<file path="config.mk">
export PLATFORM = sky130hd
export DESIGN_NAME = cpcs_top
export DESIGN_NICKNAME = d
export VERILOG_FILES = /design/src/cpcs_pkg.sv /design/src/cpcs_top.sv
export SDC_FILE = /design/constraint.sdc
export NUM_CORES = 1
export LEC_CHECK = 0
export CAP_MARGIN = 10
export CELL_PAD_IN_SITES_DETAIL_PLACEMENT = 1
export CELL_PAD_IN_SITES_GLOBAL_PLACEMENT = 2
export CORE_ASPECT_RATIO = 1.25
export CORE_MARGIN = 2
export CORE_UTILIZATION = 35
export CTS_BUF_LIST = sky130_fd_sc_hd__clkbuf_4 sky130_fd_sc_hd__clkbuf_8
export DETAILED_ROUTE_END_ITERATION = 7
export DONT_BUFFER_PORTS = 1
export PLACE_DENSITY_LB_ADDON = 0.1
export SLEW_MARGIN = 20
export SYNTH_ARGS = -nofsm -noshare
export SYNTH_HDL_FRONTEND = slang
export SYNTH_SLANG_ARGS = --single-unit
export TNS_END_PERCENT = 100
</file>
<file path="constraint.sdc">
create_clock -name clk -period 1.87 [get_ports clk]
set_input_delay 0.0935 -clock clk [delete_from_list [all_inputs] [get_ports clk]]
set_output_delay 0.0935 -clock clk [all_outputs]
set_load 0.01 [all_outputs]
</file>
<file path="src/cpcs_pkg.sv">
// Shared constants and types for the PDO configuration and supervision block.
// Assumes a 100 MHz system clock and a single AHB-Lite slave port.
package cpcs_pkg;

  // Register byte offsets
  localparam logic [7:0] OFF_TX_B_ID      = 8'h00;
  localparam logic [7:0] OFF_TX_B_TYPE    = 8'h04;
  localparam logic [7:0] OFF_TX_B_TIMER   = 8'h08;
  localparam logic [7:0] OFF_RX_C_ID      = 8'h0C;
  localparam logic [7:0] OFF_RX_C_TYPE    = 8'h10;
  localparam logic [7:0] OFF_RX_C_TIMEOUT = 8'h14;
  localparam logic [7:0] OFF_TX_C_ID      = 8'h18;
  localparam logic [7:0] OFF_TX_C_TYPE    = 8'h1C;
  localparam logic [7:0] OFF_TX_C_TIMER   = 8'h20;
  localparam logic [7:0] OFF_CTRL         = 8'h24;
  localparam logic [7:0] OFF_IRQ_STATUS   = 8'h28;
  localparam logic [7:0] OFF_IRQ_MASK     = 8'h2C;
  localparam logic [7:0] OFF_STATE        = 8'h30;

  // Values after reset
  localparam logic [15:0] RST_ID    = 16'h0000;
  localparam logic [7:0]  RST_TYPE  = 8'hFF;
  localparam logic [15:0] RST_TIMER = 16'h0000;
  localparam logic [2:0]  RST_CTRL  = 3'h1;  // Local parameters selected, CANopen

  // Control register fields
  localparam int CTRL_LOCAL   = 0;  // Configuration source is local parameters
  localparam int CTRL_MODBUS  = 1;  // Serial protocol selected, PDO settings hidden
  localparam int CTRL_REFRESH = 2;  // Write one: apply settings (self clearing)

  // Interrupt status fields
  localparam int IRQ_RX_C_LOSS  = 0;
  localparam int IRQ_TX_B_FORCE = 1;
  localparam int IRQ_TX_C_FORCE = 2;
  localparam int IRQ_W          = 3;

  // Identifier setting codes
  localparam logic [10:0] ID_DISABLED = 11'h000;
  localparam logic [10:0] ID_PREDEF   = 11'h001;

  // Transmission type codes
  localparam logic [7:0] TT_ACYC_SYNC  = 8'h00;
  localparam logic [7:0] TT_CYC_MAX    = 8'hF0;
  localparam logic [7:0] TT_SYNC_RTR   = 8'hFC;
  localparam logic [7:0] TT_ASYNC_RTR  = 8'hFD;
  localparam logic [7:0] TT_ASYNC_MIN  = 8'hFE;

  // Millisecond tick
  localparam int MS_TIME_NS    = 1000000;
  localparam int CLK_PERIOD_NS = 10;
  localparam int MS_CYCLES     = MS_TIME_NS / CLK_PERIOD_NS;

  typedef enum logic [2:0] {
    CPCS_ACYC_SYNC,
    CPCS_CYC_SYNC,
    CPCS_SYNC_RTR,
    CPCS_ASYNC_RTR,
    CPCS_ASYNC,
    CPCS_RESERVED
  } cpcs_mode_t;

  // Active (applied) settings of one PDO
  typedef struct packed {
    logic        enabled;
    logic [10:0] cob_id;
    cpcs_mode_t  mode;
    logic [7:0]  sync_period;  // Sync count for cyclic mode
    logic [15:0] timer_ms;
  } cpcs_pdo_cfg_t;

endpackage : cpcs_pkg

</file>
<file path="src/cpcs_top.sv">
// PDO configuration registers, settings apply logic and event timer supervision.
// Assumes a lone AHB-Lite master, one clock, and a frame engine that pulses
// reception and transmission events synchronous to clk.
//
// Function
// RULE1: Identifier zero disables the PDO, one uses predefined set, else literal.
// RULE2: Type 0 acyclic sync, 1-240 cyclic sync, 252/253 RTR, 254-255 async.
// RULE3: Enabled receive PDO silent for timer ms starts communication loss; zero disables.
// RULE4: Receive timeout armed only after first successful reception.
// RULE5: Enabled transmit PDO unsent for timer ms forces a transmission; zero disables.
// RULE6: Settings apply only with local source, after reboot or refresh command.
// RULE7: PDO settings are hidden when the serial Modbus protocol is selected.
// RULE8: Millisecond down-counters reload on traffic and refresh, fire on reaching zero.
//
// The register addresses and the AHB-Lite interface to the registers were decided locally.
`timescale 1ns/1ns
`default_nettype none

module cpcs_top
  import cpcs_pkg::*;
#(
  parameter int          MS_DIV         = MS_CYCLES,
  parameter logic [10:0] PREDEF_TX_B_ID = 11'h100,
  parameter logic [10:0] PREDEF_RX_C_ID = 11'h200,
  parameter logic [10:0] PREDEF_TX_C_ID = 11'h300
)(
  input  wire logic        clk,
  input  wire logic        rst_n,
  // AHB-Lite slave
  input  wire logic        hsel,
  input  wire logic [31:0] haddr,
  input  wire logic [1:0]  htrans,
  input  wire logic        hwrite,
  input  wire logic [2:0]  hsize,
  input  wire logic [31:0] hwdata,
  input  wire logic        hready,
  output logic             hreadyout,
  output logic             hresp,
  output logic [31:0]      hrdata,
  // Frame engine events
  input  wire logic [6:0]  node_id,
  input  wire logic        rx_c_received,
  input  wire logic        tx_b_sent,
  input  wire logic        tx_c_sent,
  // Applied settings and supervision outputs
  output cpcs_pdo_cfg_t    tx_b_cfg,
  output cpcs_pdo_cfg_t    rx_c_cfg,
  output cpcs_pdo_cfg_t    tx_c_cfg,
  output logic             comm_loss_start,
  output logic             tx_b_force,
  output logic             tx_c_force,
  output logic             irq
);

  // Identifier resolution, shared by all three PDOs
  function automatic logic [11:0] resolve_id(input logic [15:0] setting,
                                              input logic [10:0] predef);
    logic [10:0] raw;
    raw = setting[10:0];
    if (raw == ID_DISABLED)
      resolve_id = {1'b0, 11'h000};                  // [RULE1]
    else if (raw == ID_PREDEF)
      resolve_id = {1'b1, predef + {4'h0, node_id}}; // [RULE1]
    else
      resolve_id = {1'b1, raw};                      // [RULE1]
  endfunction : resolve_id

  // Transmission type decode
  function automatic cpcs_mode_t decode_type(input logic [7:0] tt);
    if (tt == TT_ACYC_SYNC)
      decode_type = CPCS_ACYC_SYNC;  // [RULE2]
    else if (tt <= TT_CYC_MAX)
      decode_type = CPCS_CYC_SYNC;   // [RULE2]
    else if (tt == TT_SYNC_RTR)
      decode_type = CPCS_SYNC_RTR;   // [RULE2]
    else if (tt == TT_ASYNC_RTR)
      decode_type = CPCS_ASYNC_RTR;  // [RULE2]
    else if (tt >= TT_ASYNC_MIN)
      decode_type = CPCS_ASYNC;      // [RULE2]
    else
      decode_type = CPCS_RESERVED;
  endfunction : decode_type

  // Builds the applied form of one PDO's settings
  function automatic cpcs_pdo_cfg_t build_cfg(input logic [15:0] id_set,
                                               input logic [7:0]  tt,
                                               input logic [15:0] tmr,
                                               input logic [10:0] predef);
    logic [11:0] rid;
    rid = resolve_id(id_set, predef);
    build_cfg.enabled     = rid[11];
    build_cfg.cob_id      = rid[10:0];
    build_cfg.mode        = decode_type(tt);
    build_cfg.sync_period = (decode_type(tt) == CPCS_CYC_SYNC) ? tt : 8'h00;
    build_cfg.timer_ms    = tmr;
  endfunction : build_cfg

  // Millisecond down-counter step: {fire, next count}
  function automatic logic [16:0] timer_step(input logic [15:0] cnt,
                                              input logic [15:0] reload,
                                              input logic        restart,
                                              input logic        tick);
    if (restart)
      timer_step = {1'b0, reload};                    // [RULE8]
    else if (tick && cnt == 16'h0001)
      timer_step = {1'b1, reload};                    // [RULE8]
    else if (tick && cnt != 16'h0000)
      timer_step = {1'b0, cnt - 16'h0001};            // [RULE8]
    else
      timer_step = {1'b0, cnt};
  endfunction : timer_step

  // Written settings, control and interrupt registers
  logic [15:0]      tx_b_id_q, tx_b_timer_q, rx_c_id_q, rx_c_timeout_q;
  logic [15:0]      tx_c_id_q, tx_c_timer_q;
  logic [7:0]       tx_b_type_q, rx_c_type_q, tx_c_type_q;
  logic [1:0]       ctrl_q;
  logic [IRQ_W-1:0] irq_status_q, irq_mask_q;

  // Bus data phase state
  logic        dp_write_q, rd_wait_q;
  logic [7:0]  dp_addr_q;
  logic [31:0] hrdata_q;
  logic        addr_ok, wr_en, hidden, refresh;

  // Supervision state
  logic [31:0] ms_cnt_q;
  logic        ms_tick_q;
  logic [15:0] rx_c_cnt_q, tx_b_cnt_q, tx_c_cnt_q;
  logic        rx_c_armed_q;
  logic        loss_q, tx_b_force_q, tx_c_force_q;
  logic [16:0] rx_c_nx, tx_b_nx, tx_c_nx;
  logic [IRQ_W-1:0] events;

  // Address phase is taken only when the bus is ready and the slave selected
  assign addr_ok = hsel && htrans[1] && hready;
  assign wr_en   = dp_write_q;
  // Setting registers disappear from software view under the serial protocol
  assign hidden  = ctrl_q[CTRL_MODBUS];                                   // [RULE7]
  assign refresh = wr_en && dp_addr_q == OFF_CTRL && hwdata[CTRL_REFRESH]
                   && ctrl_q[CTRL_LOCAL];                                 // [RULE6]

  // Address phase capture; reads get one wait state so data is never stale
  always_ff @(posedge clk)
  begin
    if (!rst_n)
    begin
      dp_write_q <= 1'b0;
      dp_addr_q  <= 8'h00;
    end
    else if (addr_ok)
    begin
      dp_write_q <= hwrite;
      dp_addr_q  <= {haddr[7:2], 2'b00};
    end
    else if (hreadyout)
    begin
      dp_write_q <= 1'b0;
    end
  end

  // Read wait state marker
  always_ff @(posedge clk)
  begin
    if (!rst_n)
      rd_wait_q <= 1'b0;
    else
      rd_wait_q <= addr_ok && !hwrite;
  end

  assign hreadyout = !rd_wait_q;
  assign hresp     = 1'b0;
  assign hrdata    = hrdata_q;

  // Read mux, sampled in the wait cycle after any write has landed
  always_ff @(posedge clk)
  begin
    if (!rst_n)
      hrdata_q <= 32'h0000_0000;
    else if (rd_wait_q)
    begin
      case (dp_addr_q)
        OFF_TX_B_ID:      hrdata_q <= hidden ? 32'h0000_0000 : {16'h0000, tx_b_id_q};
        OFF_TX_B_TYPE:    hrdata_q <= hidden ? 32'h0000_0000 : {24'h00_0000, tx_b_type_q};
        OFF_TX_B_TIMER:   hrdata_q <= hidden ? 32'h0000_0000 : {16'h0000, tx_b_timer_q};
        OFF_RX_C_ID:      hrdata_q <= hidden ? 32'h0000_0000 : {16'h0000, rx_c_id_q};
        OFF_RX_C_TYPE:    hrdata_q <= hidden ? 32'h0000_0000 : {24'h00_0000, rx_c_type_q};
        OFF_RX_C_TIMEOUT: hrdata_q <= hidden ? 32'h0000_0000 : {16'h0000, rx_c_timeout_q};
        OFF_TX_C_ID:      hrdata_q <= hidden ? 32'h0000_0000 : {16'h0000, tx_c_id_q};
        OFF_TX_C_TYPE:    hrdata_q <= hidden ? 32'h0000_0000 : {24'h00_0000, tx_c_type_q};
        OFF_TX_C_TIMER:   hrdata_q <= hidden ? 32'h0000_0000 : {16'h0000, tx_c_timer_q};
        OFF_CTRL:         hrdata_q <= {30'h0000_0000, ctrl_q};
        OFF_IRQ_STATUS:   hrdata_q <= {29'h0000_0000, irq_status_q};
        OFF_IRQ_MASK:     hrdata_q <= {29'h0000_0000, irq_mask_q};
        OFF_STATE:        hrdata_q <= {28'h000_0000, rx_c_armed_q, tx_c_cfg.enabled,
                                       rx_c_cfg.enabled, tx_b_cfg.enabled};
        default:          hrdata_q <= 32'h0000_0000;
      endcase
    end
  end

  // Setting registers; writes are dropped while hidden
  always_ff @(posedge clk)
  begin
    if (!rst_n)
    begin
      tx_b_id_q      <= RST_ID;
      tx_b_type_q    <= RST_TYPE;
      tx_b_timer_q   <= RST_TIMER;
      rx_c_id_q      <= RST_ID;
      rx_c_type_q    <= RST_TYPE;
      rx_c_timeout_q <= RST_TIMER;
      tx_c_id_q      <= RST_ID;
      tx_c_type_q    <= RST_TYPE;
      tx_c_timer_q   <= RST_TIMER;
    end
    else if (wr_en && !hidden)                                          // [RULE7]
    begin
      case (dp_addr_q)
        OFF_TX_B_ID:      tx_b_id_q      <= hwdata[15:0];
        OFF_TX_B_TYPE:    tx_b_type_q    <= hwdata[7:0];
        OFF_TX_B_TIMER:   tx_b_timer_q   <= hwdata[15:0];
        OFF_RX_C_ID:      rx_c_id_q      <= hwdata[15:0];
        OFF_RX_C_TYPE:    rx_c_type_q    <= hwdata[7:0];
        OFF_RX_C_TIMEOUT: rx_c_timeout_q <= hwdata[15:0];
        OFF_TX_C_ID:      tx_c_id_q      <= hwdata[15:0];
        OFF_TX_C_TYPE:    tx_c_type_q    <= hwdata[7:0];
        OFF_TX_C_TIMER:   tx_c_timer_q   <= hwdata[15:0];
        default:          ;
      endcase
    end
  end

  // Control register; refresh bit is a command, never stored
  always_ff @(posedge clk)
  begin
    if (!rst_n)
      ctrl_q <= RST_CTRL[1:0];
    else if (wr_en && dp_addr_q == OFF_CTRL)
      ctrl_q <= hwdata[1:0];
  end

  // Applied settings: reset values act as the reboot image
  always_ff @(posedge clk)
  begin
    if (!rst_n)
    begin
      tx_b_cfg <= build_cfg(RST_ID, RST_TYPE, RST_TIMER, PREDEF_TX_B_ID);  // [RULE6]
      rx_c_cfg <= build_cfg(RST_ID, RST_TYPE, RST_TIMER, PREDEF_RX_C_ID);  // [RULE6]
      tx_c_cfg <= build_cfg(RST_ID, RST_TYPE, RST_TIMER, PREDEF_TX_C_ID);  // [RULE6]
    end
    else if (refresh)                                                     // [RULE6]
    begin
      tx_b_cfg <= build_cfg(tx_b_id_q, tx_b_type_q, tx_b_timer_q, PREDEF_TX_B_ID);
      rx_c_cfg <= build_cfg(rx_c_id_q, rx_c_type_q, rx_c_timeout_q, PREDEF_RX_C_ID);
      tx_c_cfg <= build_cfg(tx_c_id_q, tx_c_type_q, tx_c_timer_q, PREDEF_TX_C_ID);
    end
  end

  // Millisecond tick divider
  always_ff @(posedge clk)
  begin
    if (!rst_n)
    begin
      ms_cnt_q  <= 32'h0000_0000;
      ms_tick_q <= 1'b0;
    end
    else if (ms_cnt_q >= 32'(MS_DIV - 1))
    begin
      ms_cnt_q  <= 32'h0000_0000;
      ms_tick_q <= 1'b1;
    end
    else
    begin
      ms_cnt_q  <= ms_cnt_q + 32'h0000_0001;
      ms_tick_q <= 1'b0;
    end
  end

  // Next timer values; in the refresh cycle the restart takes the period applied before it
  assign rx_c_nx = timer_step(rx_c_cnt_q, rx_c_cfg.timer_ms,
                              refresh || rx_c_received, ms_tick_q);        // [RULE8]
  assign tx_b_nx = timer_step(tx_b_cnt_q, tx_b_cfg.timer_ms,
                              refresh || tx_b_sent, ms_tick_q);            // [RULE8]
  assign tx_c_nx = timer_step(tx_c_cnt_q, tx_c_cfg.timer_ms,
                              refresh || tx_c_sent, ms_tick_q);            // [RULE8]

  // Timer counters; reload picks up the old period in the refresh cycle
  // itself, so they load again one cycle later from the applied copy
  logic refresh_q;
  always_ff @(posedge clk)
  begin
    if (!rst_n)
    begin
      refresh_q  <= 1'b0;
      rx_c_cnt_q <= RST_TIMER;
      tx_b_cnt_q <= RST_TIMER;
      tx_c_cnt_q <= RST_TIMER;
    end
    else
    begin
      refresh_q  <= refresh;
      rx_c_cnt_q <= refresh_q ? rx_c_cfg.timer_ms : rx_c_nx[15:0];
      tx_b_cnt_q <= refresh_q ? tx_b_cfg.timer_ms : tx_b_nx[15:0];
      tx_c_cnt_q <= refresh_q ? tx_c_cfg.timer_ms : tx_c_nx[15:0];
    end
  end

  // Receive supervision arms on first reception, disarms after firing
  always_ff @(posedge clk)
  begin
    if (!rst_n)
      rx_c_armed_q <= 1'b0;
    else if (refresh || refresh_q)
      rx_c_armed_q <= 1'b0;                                             // [RULE4]
    else if (rx_c_received && rx_c_cfg.enabled)
      rx_c_armed_q <= 1'b1;                                             // [RULE4]
    else if (loss_q)
      rx_c_armed_q <= 1'b0;
  end

  // Event pulses; a zero period never fires because each pulse is gated on a nonzero applied period
  always_ff @(posedge clk)
  begin
    if (!rst_n)
    begin
      loss_q       <= 1'b0;
      tx_b_force_q <= 1'b0;
      tx_c_force_q <= 1'b0;
    end
    else
    begin
      loss_q       <= rx_c_nx[16] && rx_c_armed_q && rx_c_cfg.enabled
                      && rx_c_cfg.timer_ms != 16'h0000 && !rx_c_received;  // [RULE3]
      tx_b_force_q <= tx_b_nx[16] && tx_b_cfg.enabled
                      && tx_b_cfg.timer_ms != 16'h0000;                    // [RULE5]
      tx_c_force_q <= tx_c_nx[16] && tx_c_cfg.enabled
                      && tx_c_cfg.timer_ms != 16'h0000;                    // [RULE5]
    end
  end

  assign comm_loss_start = loss_q;
  assign tx_b_force      = tx_b_force_q;
  assign tx_c_force      = tx_c_force_q;

  // Sticky status: a new event beats a same-cycle write-one clear
  assign events = {tx_c_force_q, tx_b_force_q, loss_q};
  always_ff @(posedge clk)
  begin
    if (!rst_n)
      irq_status_q <= 3'h0;
    else if (wr_en && dp_addr_q == OFF_IRQ_STATUS)
      irq_status_q <= (irq_status_q & ~hwdata[IRQ_W-1:0]) | events;
    else
      irq_status_q <= irq_status_q | events;
  end

  // Interrupt mask
  always_ff @(posedge clk)
  begin
    if (!rst_n)
      irq_mask_q <= 3'h0;
    else if (wr_en && dp_addr_q == OFF_IRQ_MASK)
      irq_mask_q <= hwdata[IRQ_W-1:0];
  end

  assign irq = |(irq_status_q & irq_mask_q);

endmodule : cpcs_top

`default_nettype wire

</file>
==> results.tsv, run 1 <==
metric	value	unit
r2r startpoint	dp_addr_q[7]	
global-route wire length before repair	94.3	mm
Placed Instances	2532	
I/O Pins	239	
PortBufs	0	
Die Y-Extent	236	um
vias in the first global route	15300	
crit path DAT	2.63	ns
Worst setup EP type	flip-flop	
clock slew at reported path FFs	0.06	ns
Worst-Skew Late Latency	0.66	ns
final setup fails	131	
crit-path max cell delay	0.54	ns
top-count cell post-synth	nand2_1	
RSZ-0062 raised after global routing	yes	
Longest Clk Path Bufs	3	
Worst setup startpoint	dp_addr_q[7]	
synth top area cells	dfxtp_1 47%, nand2_1 11%, a21oi_1 7.8%, xnor2_1 2.5%, nor2_1 2.5%	
post-synth top area cell	dfxtp_1	
fin worst setup slack	-0.183	ns
Cells after Synth	1842	
Max VDD drop	420	uV
Area after DPL	17400	sq um
vias per inst	5.43	
hold wc startpoint	node_id[2]	
mapped cell area	15100	sq um
Core ar.	42900	sq um
initial antenna violation count	5	
busiest metal layer after global routing	met2	
M2 GR Usage	48.2	%
Pwr Density	796	nW/um^2
Most used DFF post-synth	dfxtp_1	
largest net degree at the start of global routing	93	
total of max-cap violations	0	
share of the synthesized area in the top cell type	47.0	%
Critical Setup Path Class	reg2reg	
WP data required	2.45	ns
Syn Area/Cell	8.21	sq um
Clock Sinks	355	
skew final	0.0205	ns
LEAKAGE	8.27	nW
final WL	66.8	mm
H-tree depth	2	
clock root buffer	clkbuf_8	
worst hold margin	0.0859	ns
Slowest-stage cell, CP	or4b_4	
Crit path depth	8	
status	complete, but fails checks	
Die Wd	190	um
antenna-violating nets left	0	
TritonRoute pass-1 iters	5	
Final Cell Area	21700	sq um
Synth top cells by count	443 x nand2_1, 355 x dfxtp_1, 237 x a21oi_1, 100 x nor2_1, 86 x clkbuf_1	
CP Cell Sequence	buf_6, or4b_4, buf_6, nor3_4, buf_12, buf_12, nand2_4, a21oi_2	
starting DRC count in detailed routing	788	
Hold Fails Final Rpt	0	
Rel. slew slack	27.1	%
post-DP HPWL	44.2	mm
asr flop ratio synth	0	%
vias	15000	
drt drc	0	
gr usage total	27.5	%
Startpoint Class	flip-flop	
GRT met1 Usage	31.7	%
met3 usage	6.26	%
synthesized flop and latch total	355	
Post-Layout Cell Count	2756	
final net count	2240	
CP endpoint	tx_c_timer_q[14]	
Pins Over Slew Limit	0	
worst hold path type	in2reg	
share of post-route cells with drive strength above 1	33.1	%
pre-CTS WS	-0.333	ns
worst reg2reg setup slack	-0.18	ns
Final Cycle Share	110	%
Max Fanout on Critical Path	8	
number of synthesized flops with an enable pin	0	
r2r worst-path depth	8	
num rows	85	
fmax	0.487	GHz
Initial Utilization	35.3	%
setup_tns	-8.97	ns
Pwr Total	17.3	mW
failing checks	negative setup slack	
CP bufs+invs	4	
CTS Buf Count	60	
Area growth syn-to-layout	43.6	%
reg-to-reg endpoint	tx_c_timer_q[14]	
fin util	50.7	%
synth warn	0	
grt total ovfl	0	
CP top delay family	simple AND/OR/NAND/NOR gates	
worst slew pin tran	1.09	ns
Die ar.	44900	sq um
fill count	4857	
Avg WL per Cell	24.2	um
Tmin final	2.05	ns
register area share after synthesis	47.0	%
post-synthesis cell type count	80	
GPL Wtd Cong	0.887	
TritonCTS clock tree	yes	
-- power breakdown --
group          internal [mW]  switching [mW]
Combinational          0.875            1.04
Sequential              7.66          0.0970
Clock                   4.32            3.28
Total                   12.9            4.42
-- timing repair --
item,CTS,global route
endpoints found under the setup margin,308,273
buffers inserted,29,34
resized for setup,100,370
cloned,8,15
pin swaps,39,139
hold buffers,38,0
endpoints found under the hold margin,279,0
-- placed cells by master (no fill, tap or decap), types with 41 or more instances in the layout --
cell / n
clkbuf_8: 83
nand2_1: 373
nor2_1: 90
a21oi_1: 176
buf_6: 47
nand3_1: 42
buf_4: 213
a21oi_2: 61
dfxtp_1: 338
nand2_4: 41
xnor2_1: 41
-- metal layers --
metal | vias up | wire [um] | share of wire [%]
met5 | - | 0 | 0
met4 | 0 | 3240 | 4.9
met2 | 371 | 34000 | 51
met1 | 7445 | 26300 | 39
met3 | 139 | 3220 | 4.8
li1 | 7017 | - | -
-- tightest hold or removal path: cells and delay by family --
kind,cells,cell delay (ns)
compound gates,2,0.35
buf+inv,1,0.12
simple gates,2,0.12
-- cell families after synthesis --
logic type,after synthesis,share of synthesized area [%]
AO/OA/AOI/OAI,445,17.8
XOR/XNOR,53,3.07
adder cells (fa/ha/maj),10,0.827
buffers and inverters,160,4.76
flip-flops,355,47.0
multiplexers,29,2.53
other,1,0.0248
AND/OR/NAND/NOR,789,24.0
-- state kept, by name, summed over array words and instances, names as in the netlist, 3 cells and up --
name            count
irq_status_q        3
ms_cnt_q           32
tx_b_type_q         8
tx_c_id_q          16
tx_b_timer_q       16
tx_c_cnt_q         16
tx_b_id_q          16
tx_c_type_q         8
rx_c_id_q          16
hrdata             16
tx_c_cfg           39
irq_mask_q          3
tx_b_cfg           39
rx_c_cnt_q         16
tx_c_timer_q       16
tx_b_cnt_q         16
rx_c_type_q         8
dp_addr_q           6
rx_c_timeout_q     16
rx_c_cfg           39
-- worst min-delay path by stage --
| stage | endpoint | cells after the start |
|---|---|---|
| after floorplan | comm_loss_start | 1 |
| after global placement | comm_loss_start | 1 |
| after detailed placement | comm_loss_start | 1 |
| after CTS | rx_c_cfg[29] | 5 |
| after global routing | rx_c_cfg[29] | 5 |
| final | rx_c_cfg[29] | 5 |
-- final cells by class --
class	count	area (sq um)	share of cell area, %
tap	565	707	3.25
clock inverter	4	45.0	0.207
inverter	20	85.1	0.392
sequential	355	7140	32.9
clock buffer	98	1250	5.78
antenna	5	12.5	0.0576
multi-input combinational	1360	8870	40.8
timing repair buffer	349	3610	16.6
(Power assumes the default switching activity.)
==> run 2: changes to the inputs <==
Clock period 1.87 ns to 1.8 ns, I/O delays scaled along.
==> results.tsv, run 2 (synthesis gave the netlist of run 1 again) <==
metric	value	unit
CP Cell Sequence	buf_6, or4b_4, buf_6, nor3_4, buf_12, nand2_1, a21oi_1	
Avg WL per Cell	24.8	um
Pins Over Slew Limit	0	
commonest non-fill, non-tap cells in the layout	341 x nand2_1, 338 x dfxtp_1, 227 x buf_4, 179 x a21oi_1	
CTS Buf Count	66	
global-route wire length before repair	100	mm
Initial Utilization	35.3	%
crit-path max cell delay	0.58	ns
status	complete, but fails checks	
vias in the first global route	16100	
Slowest-stage cell, CP	or4b_4	
WP data required	2.35	ns
GPL Wtd Cong	0.871	
Die Wd	190	um
RSZ-0062 raised after global routing	yes	
fmax	0.508	GHz
failing checks	negative hold slack, negative setup slack	
worst slew pin tran	1.04	ns
total of max-cap violations	0	
Tmin final	1.97	ns
skew final	0.0343	ns
Area growth syn-to-layout	51.3	%
worst hold margin	-0.430	ns
Die ar.	44900	sq um
Critical Setup Path Class	reg2reg	
clock slew at reported path FFs	0.06	ns
share of post-route cells with drive strength above 1	38.7	%
Pwr Density	815	nW/um^2
final net count	2289	
TritonCTS clock tree	yes	
leading cell type in the layout, fill and taps excluded	nand2_1	
LEAKAGE	8.70	nW
biggest regs	rx_c_cfg (39), tx_b_cfg (39), tx_c_cfg (39)	
most frequent CP cell	buf_6	
fin worst setup slack	-0.170	ns
antenna-violating nets left	0	
fill count	4786	
largest net degree at the start of global routing	133	
I/O Pins	239	
H-tree depth	3	
Worst setup EP type	flip-flop	
Max Fanout on Critical Path	16	
gr usage total	29.3	%
vias	15500	
final setup fails	256	
post-DP HPWL	44.6	mm
Longest Clk Path Bufs	3	
fin util	53.4	%
crit path DAT	2.52	ns
Pwr Total	18.6	mW
setup_tns	-21.11	ns
num rows	85	
clock root buffer	clkbuf_8	
Max VDD drop	648	uV
starting DRC count in detailed routing	940	
Clock Sinks	355	
Rel. slew slack	30.5	%
final WL	69.5	mm
PortBufs	0	
Die Y-Extent	236	um
drt drc	0	
worst reg2reg setup slack	-0.17	ns
Worst-Skew Late Latency	0.66	ns
Core ar.	42900	sq um
Final Cycle Share	109	%
vias per inst	5.53	
TritonRoute pass-1 iters	5	
Startpoint Class	flip-flop	
grt total ovfl	0	
worst hold path type	in2reg	
initial antenna violation count	2	
Hold Fails Final Rpt	117	
## run 2: worst paths after layout
check                      from          endpoint  cells past startpoint
setup / recovery   dp_addr_q[4]  tx_c_timer_q[11]                      7
hold / removal            rst_n    tx_b_type_q[4]                      1
setup reg to reg   dp_addr_q[4]  tx_c_timer_q[11]                      7
hold reg to reg   tx_c_id_q[13]     tx_c_id_q[13]                      2
## run 2: what timing repair did
| item | in CTS | in global routing |
|---|---|---|
| setup endpoints to repair | 315 | 323 |
| pin swaps | 65 | 128 |
| hold buffers | 31 | 7 |
| hold endpoints to repair | 268 | 169 |
| resized for setup | 303 | 340 |
| cloned | 16 | 13 |
| setup buffers | 40 | 33 |
## run 2: report_power, final
group          switching [mW]  internal (mW)  total [mW]
combinational            1.10          0.924        2.02
sequential             0.0888           7.96        8.05
clock                    3.58           5.00        8.58
total                    4.76           13.9        18.6
## run 2: through the flow
| stage | instance area, sq um | hold WS (ns) | instances | setup WS (ns) |
|---|---|---|---|---|
| global placement | 17600 | 0.170 | 2561 | -0.377 |
| global route | 22900 | -0.452 | 2806 | -0.302 |
| detailed placement | 17600 | 0.170 | 2561 | -0.366 |
| finish | 22900 | -0.430 | 2806 | -0.170 |
| floorplan | 15400 | 0.166 | 1873 | -0.0990 |
| CTS | 21100 | -0.503 | 2758 | -0.142 |
## run 2: final cells by class
cell class	count	area, sq um	share of cell area, %
multi-input combinational	1360	9340	40.8
sequential	355	7140	31.2
timing repair buffer	392	4170	18.2
clock buffer	102	1300	5.70
antenna	3	7.51	0.0328
inverter	20	80.1	0.350
tap	565	707	3.09
clock inverter	9	123	0.536
## run 2: per-layer routing
layer | up-vias | part of all wire, % | track usage (%)
li1 | 7149 | - | -
met2 | 440 | 53 | 53.0
met4 | 0 | 4.2 | 12.3
met5 | - | 0 | 0
met1 | 7779 | 38 | 33.0
met3 | 150 | 5.3 | 6.23
## run 2: critical path: cells and delay by family, from the launching register on
kind	cells	cell delay (ns)
buffers and inverters	3	0.45
AND/OR/NAND/NOR	3	0.83
flip-flops	1	0.38
AO/OA/AOI/OAI	1	0.19
==> run 3: changes to the inputs <==
Settings changed: GPL_TIMING_DRIVEN set to 0.
==> results.tsv, run 3 (synthesis gave the netlist of run 1 again) <==
metric	value	unit
post-DP HPWL	48.4	mm
Startpoint Class	flip-flop	
Max VDD drop	961	uV
Rel. slew slack	10.6	%
LEAKAGE	8.79	nW
clock slew at reported path FFs	0.07	ns
Pwr Density	790	nW/um^2
Tmin final	2.14	ns
final net count	2240	
fin util	56.8	%
worst hold path type	in2reg	
drt drc	0	
Area growth syn-to-layout	61.0	%
worst slew pin tran	1.34	ns
H-tree depth	2	
GPL Wtd Cong	0.922	
RSZ-0062 raised after global routing	yes	
Post-Layout Cell Count	2760	
Max Fanout on Critical Path	5	
num rows	85	
vias per inst	5.74	
skew final	0.0207	ns
fmax	0.466	GHz
TritonRoute pass-1 iters	5	
CTS Buf Count	60	
Pwr Total	19.2	mW
WP data required	2.37	ns
PortBufs	0	
Die ar.	44900	sq um
Clock Sinks	355	
fin worst setup slack	-0.345	ns
Final Cycle Share	119	%
final setup fails	300	
global-route wire length before repair	105	mm
Placed Instances	2438	
initial antenna violation count	0	
pre-CTS WS	-1.24	ns
TritonCTS clock tree	yes	
I/O Pins	239	
starting DRC count in detailed routing	843	
Die Wd	190	um
total of max-cap violations	0	
Worst setup EP type	flip-flop	
status	complete, but fails checks	
grt total ovfl	0	
Critical Setup Path Class	reg2reg	
Pins Over Slew Limit	0	
Antenna Cells	0	
Hold Fails Final Rpt	0	
commonest non-fill, non-tap cells in the layout	326 x dfxtp_1, 232 x nand2_1, 166 x a21oi_2, 110 x nand2_4, 93 x nand2_2	
gr usage total	31.4	%
Worst-Skew Late Latency	0.69	ns
Core ar.	42900	sq um
biggest regs	rx_c_cfg (39), tx_b_cfg (39), tx_c_cfg (39)	
Avg WL per Cell	27.2	um
vias in the first global route	16100	
largest net degree at the start of global routing	15	
failing checks	negative setup slack	
vias	15800	
clock root buffer	clkbuf_8	
share of post-route cells with drive strength above 1	48.1	%
antenna-violating nets left	0	
Initial Utilization	35.3	%
leading cell type in the layout, fill and taps excluded	dfxtp_1	
crit path DAT	2.71	ns
Die Y-Extent	236	um
Longest Clk Path Bufs	3	
final WL	74.9	mm
-- run 3: path summary, 6_finish.rpt --
kind | startpoint | end | slack, ns | cells past startpoint
min | hready | dp_addr_q[7] | 0.07 | 3
max reg2reg | dp_addr_q[2] | hrdata[3] | -0.34 | 6
min reg2reg | rx_c_id_q[13] | rx_c_id_q[13] | 0.48 | 2
max | dp_addr_q[2] | hrdata[3] | -0.34 | 6
-- run 3: worst max-delay path, cell delays in order, from the launching register on --
cell      delay, ns
dfxtp_4        0.39
buf_12         0.13
mux4_2         0.56
a32o_1         0.23
a221o_1        0.30
a221oi_4       0.33
o21ai_2        0.09
-- run 3: through the flow --
step           setup TNS [ns]  area (sq um)  hold WS [ns]
5_1_grt                -69.15         24400        0.0945
6_report               -54.35         24400        0.0680
3_3_place_gp          -177.82         16100         0.171
2_1_floorplan          -0.772         15400         0.166
4_1_cts                -39.18         21400       0.00801
3_5_place_dp          -179.99         16100         0.170
-- run 3: timing repair --
action	CTS	global route
gates cloned	28	10
resized for setup	614	633
buffers inserted	102	67
hold endpoints to repair	147	0
hold buffers	33	0
pin swaps	161	243
endpoints found under the setup margin	331	325
-- run 3: layer usage --
metal | global-route usage [%] | routed length [um] | vias to the layer above
met3 | 5.79 | 3990 | 236
met1 | 35.2 | 28000 | 7999
met4 | 16.9 | 5000 | 0
met5 | 0 | 0 | -
li1 | - | - | 7053
met2 | 55.8 | 37900 | 542
-- run 3: power by group --
part           total [mW]  leakage (nW)  internal [mW]  switching (mW)
logic                2.11          5.12          0.879            1.23
clock network        9.04         0.780           5.39            3.65
registers            8.08          2.89           7.95           0.127
-- run 3: area by class of cell --
class                      instances  area (sq um)
tap                              565           707
clock inverter                    19           323
inverter                          20          80.1
fill                            4582         18500
sequential                       355          7170
multi-input combinational       1358         10900
timing repair buffer             227          2710
clock buffer                      92          1160
buffer                           124          1320
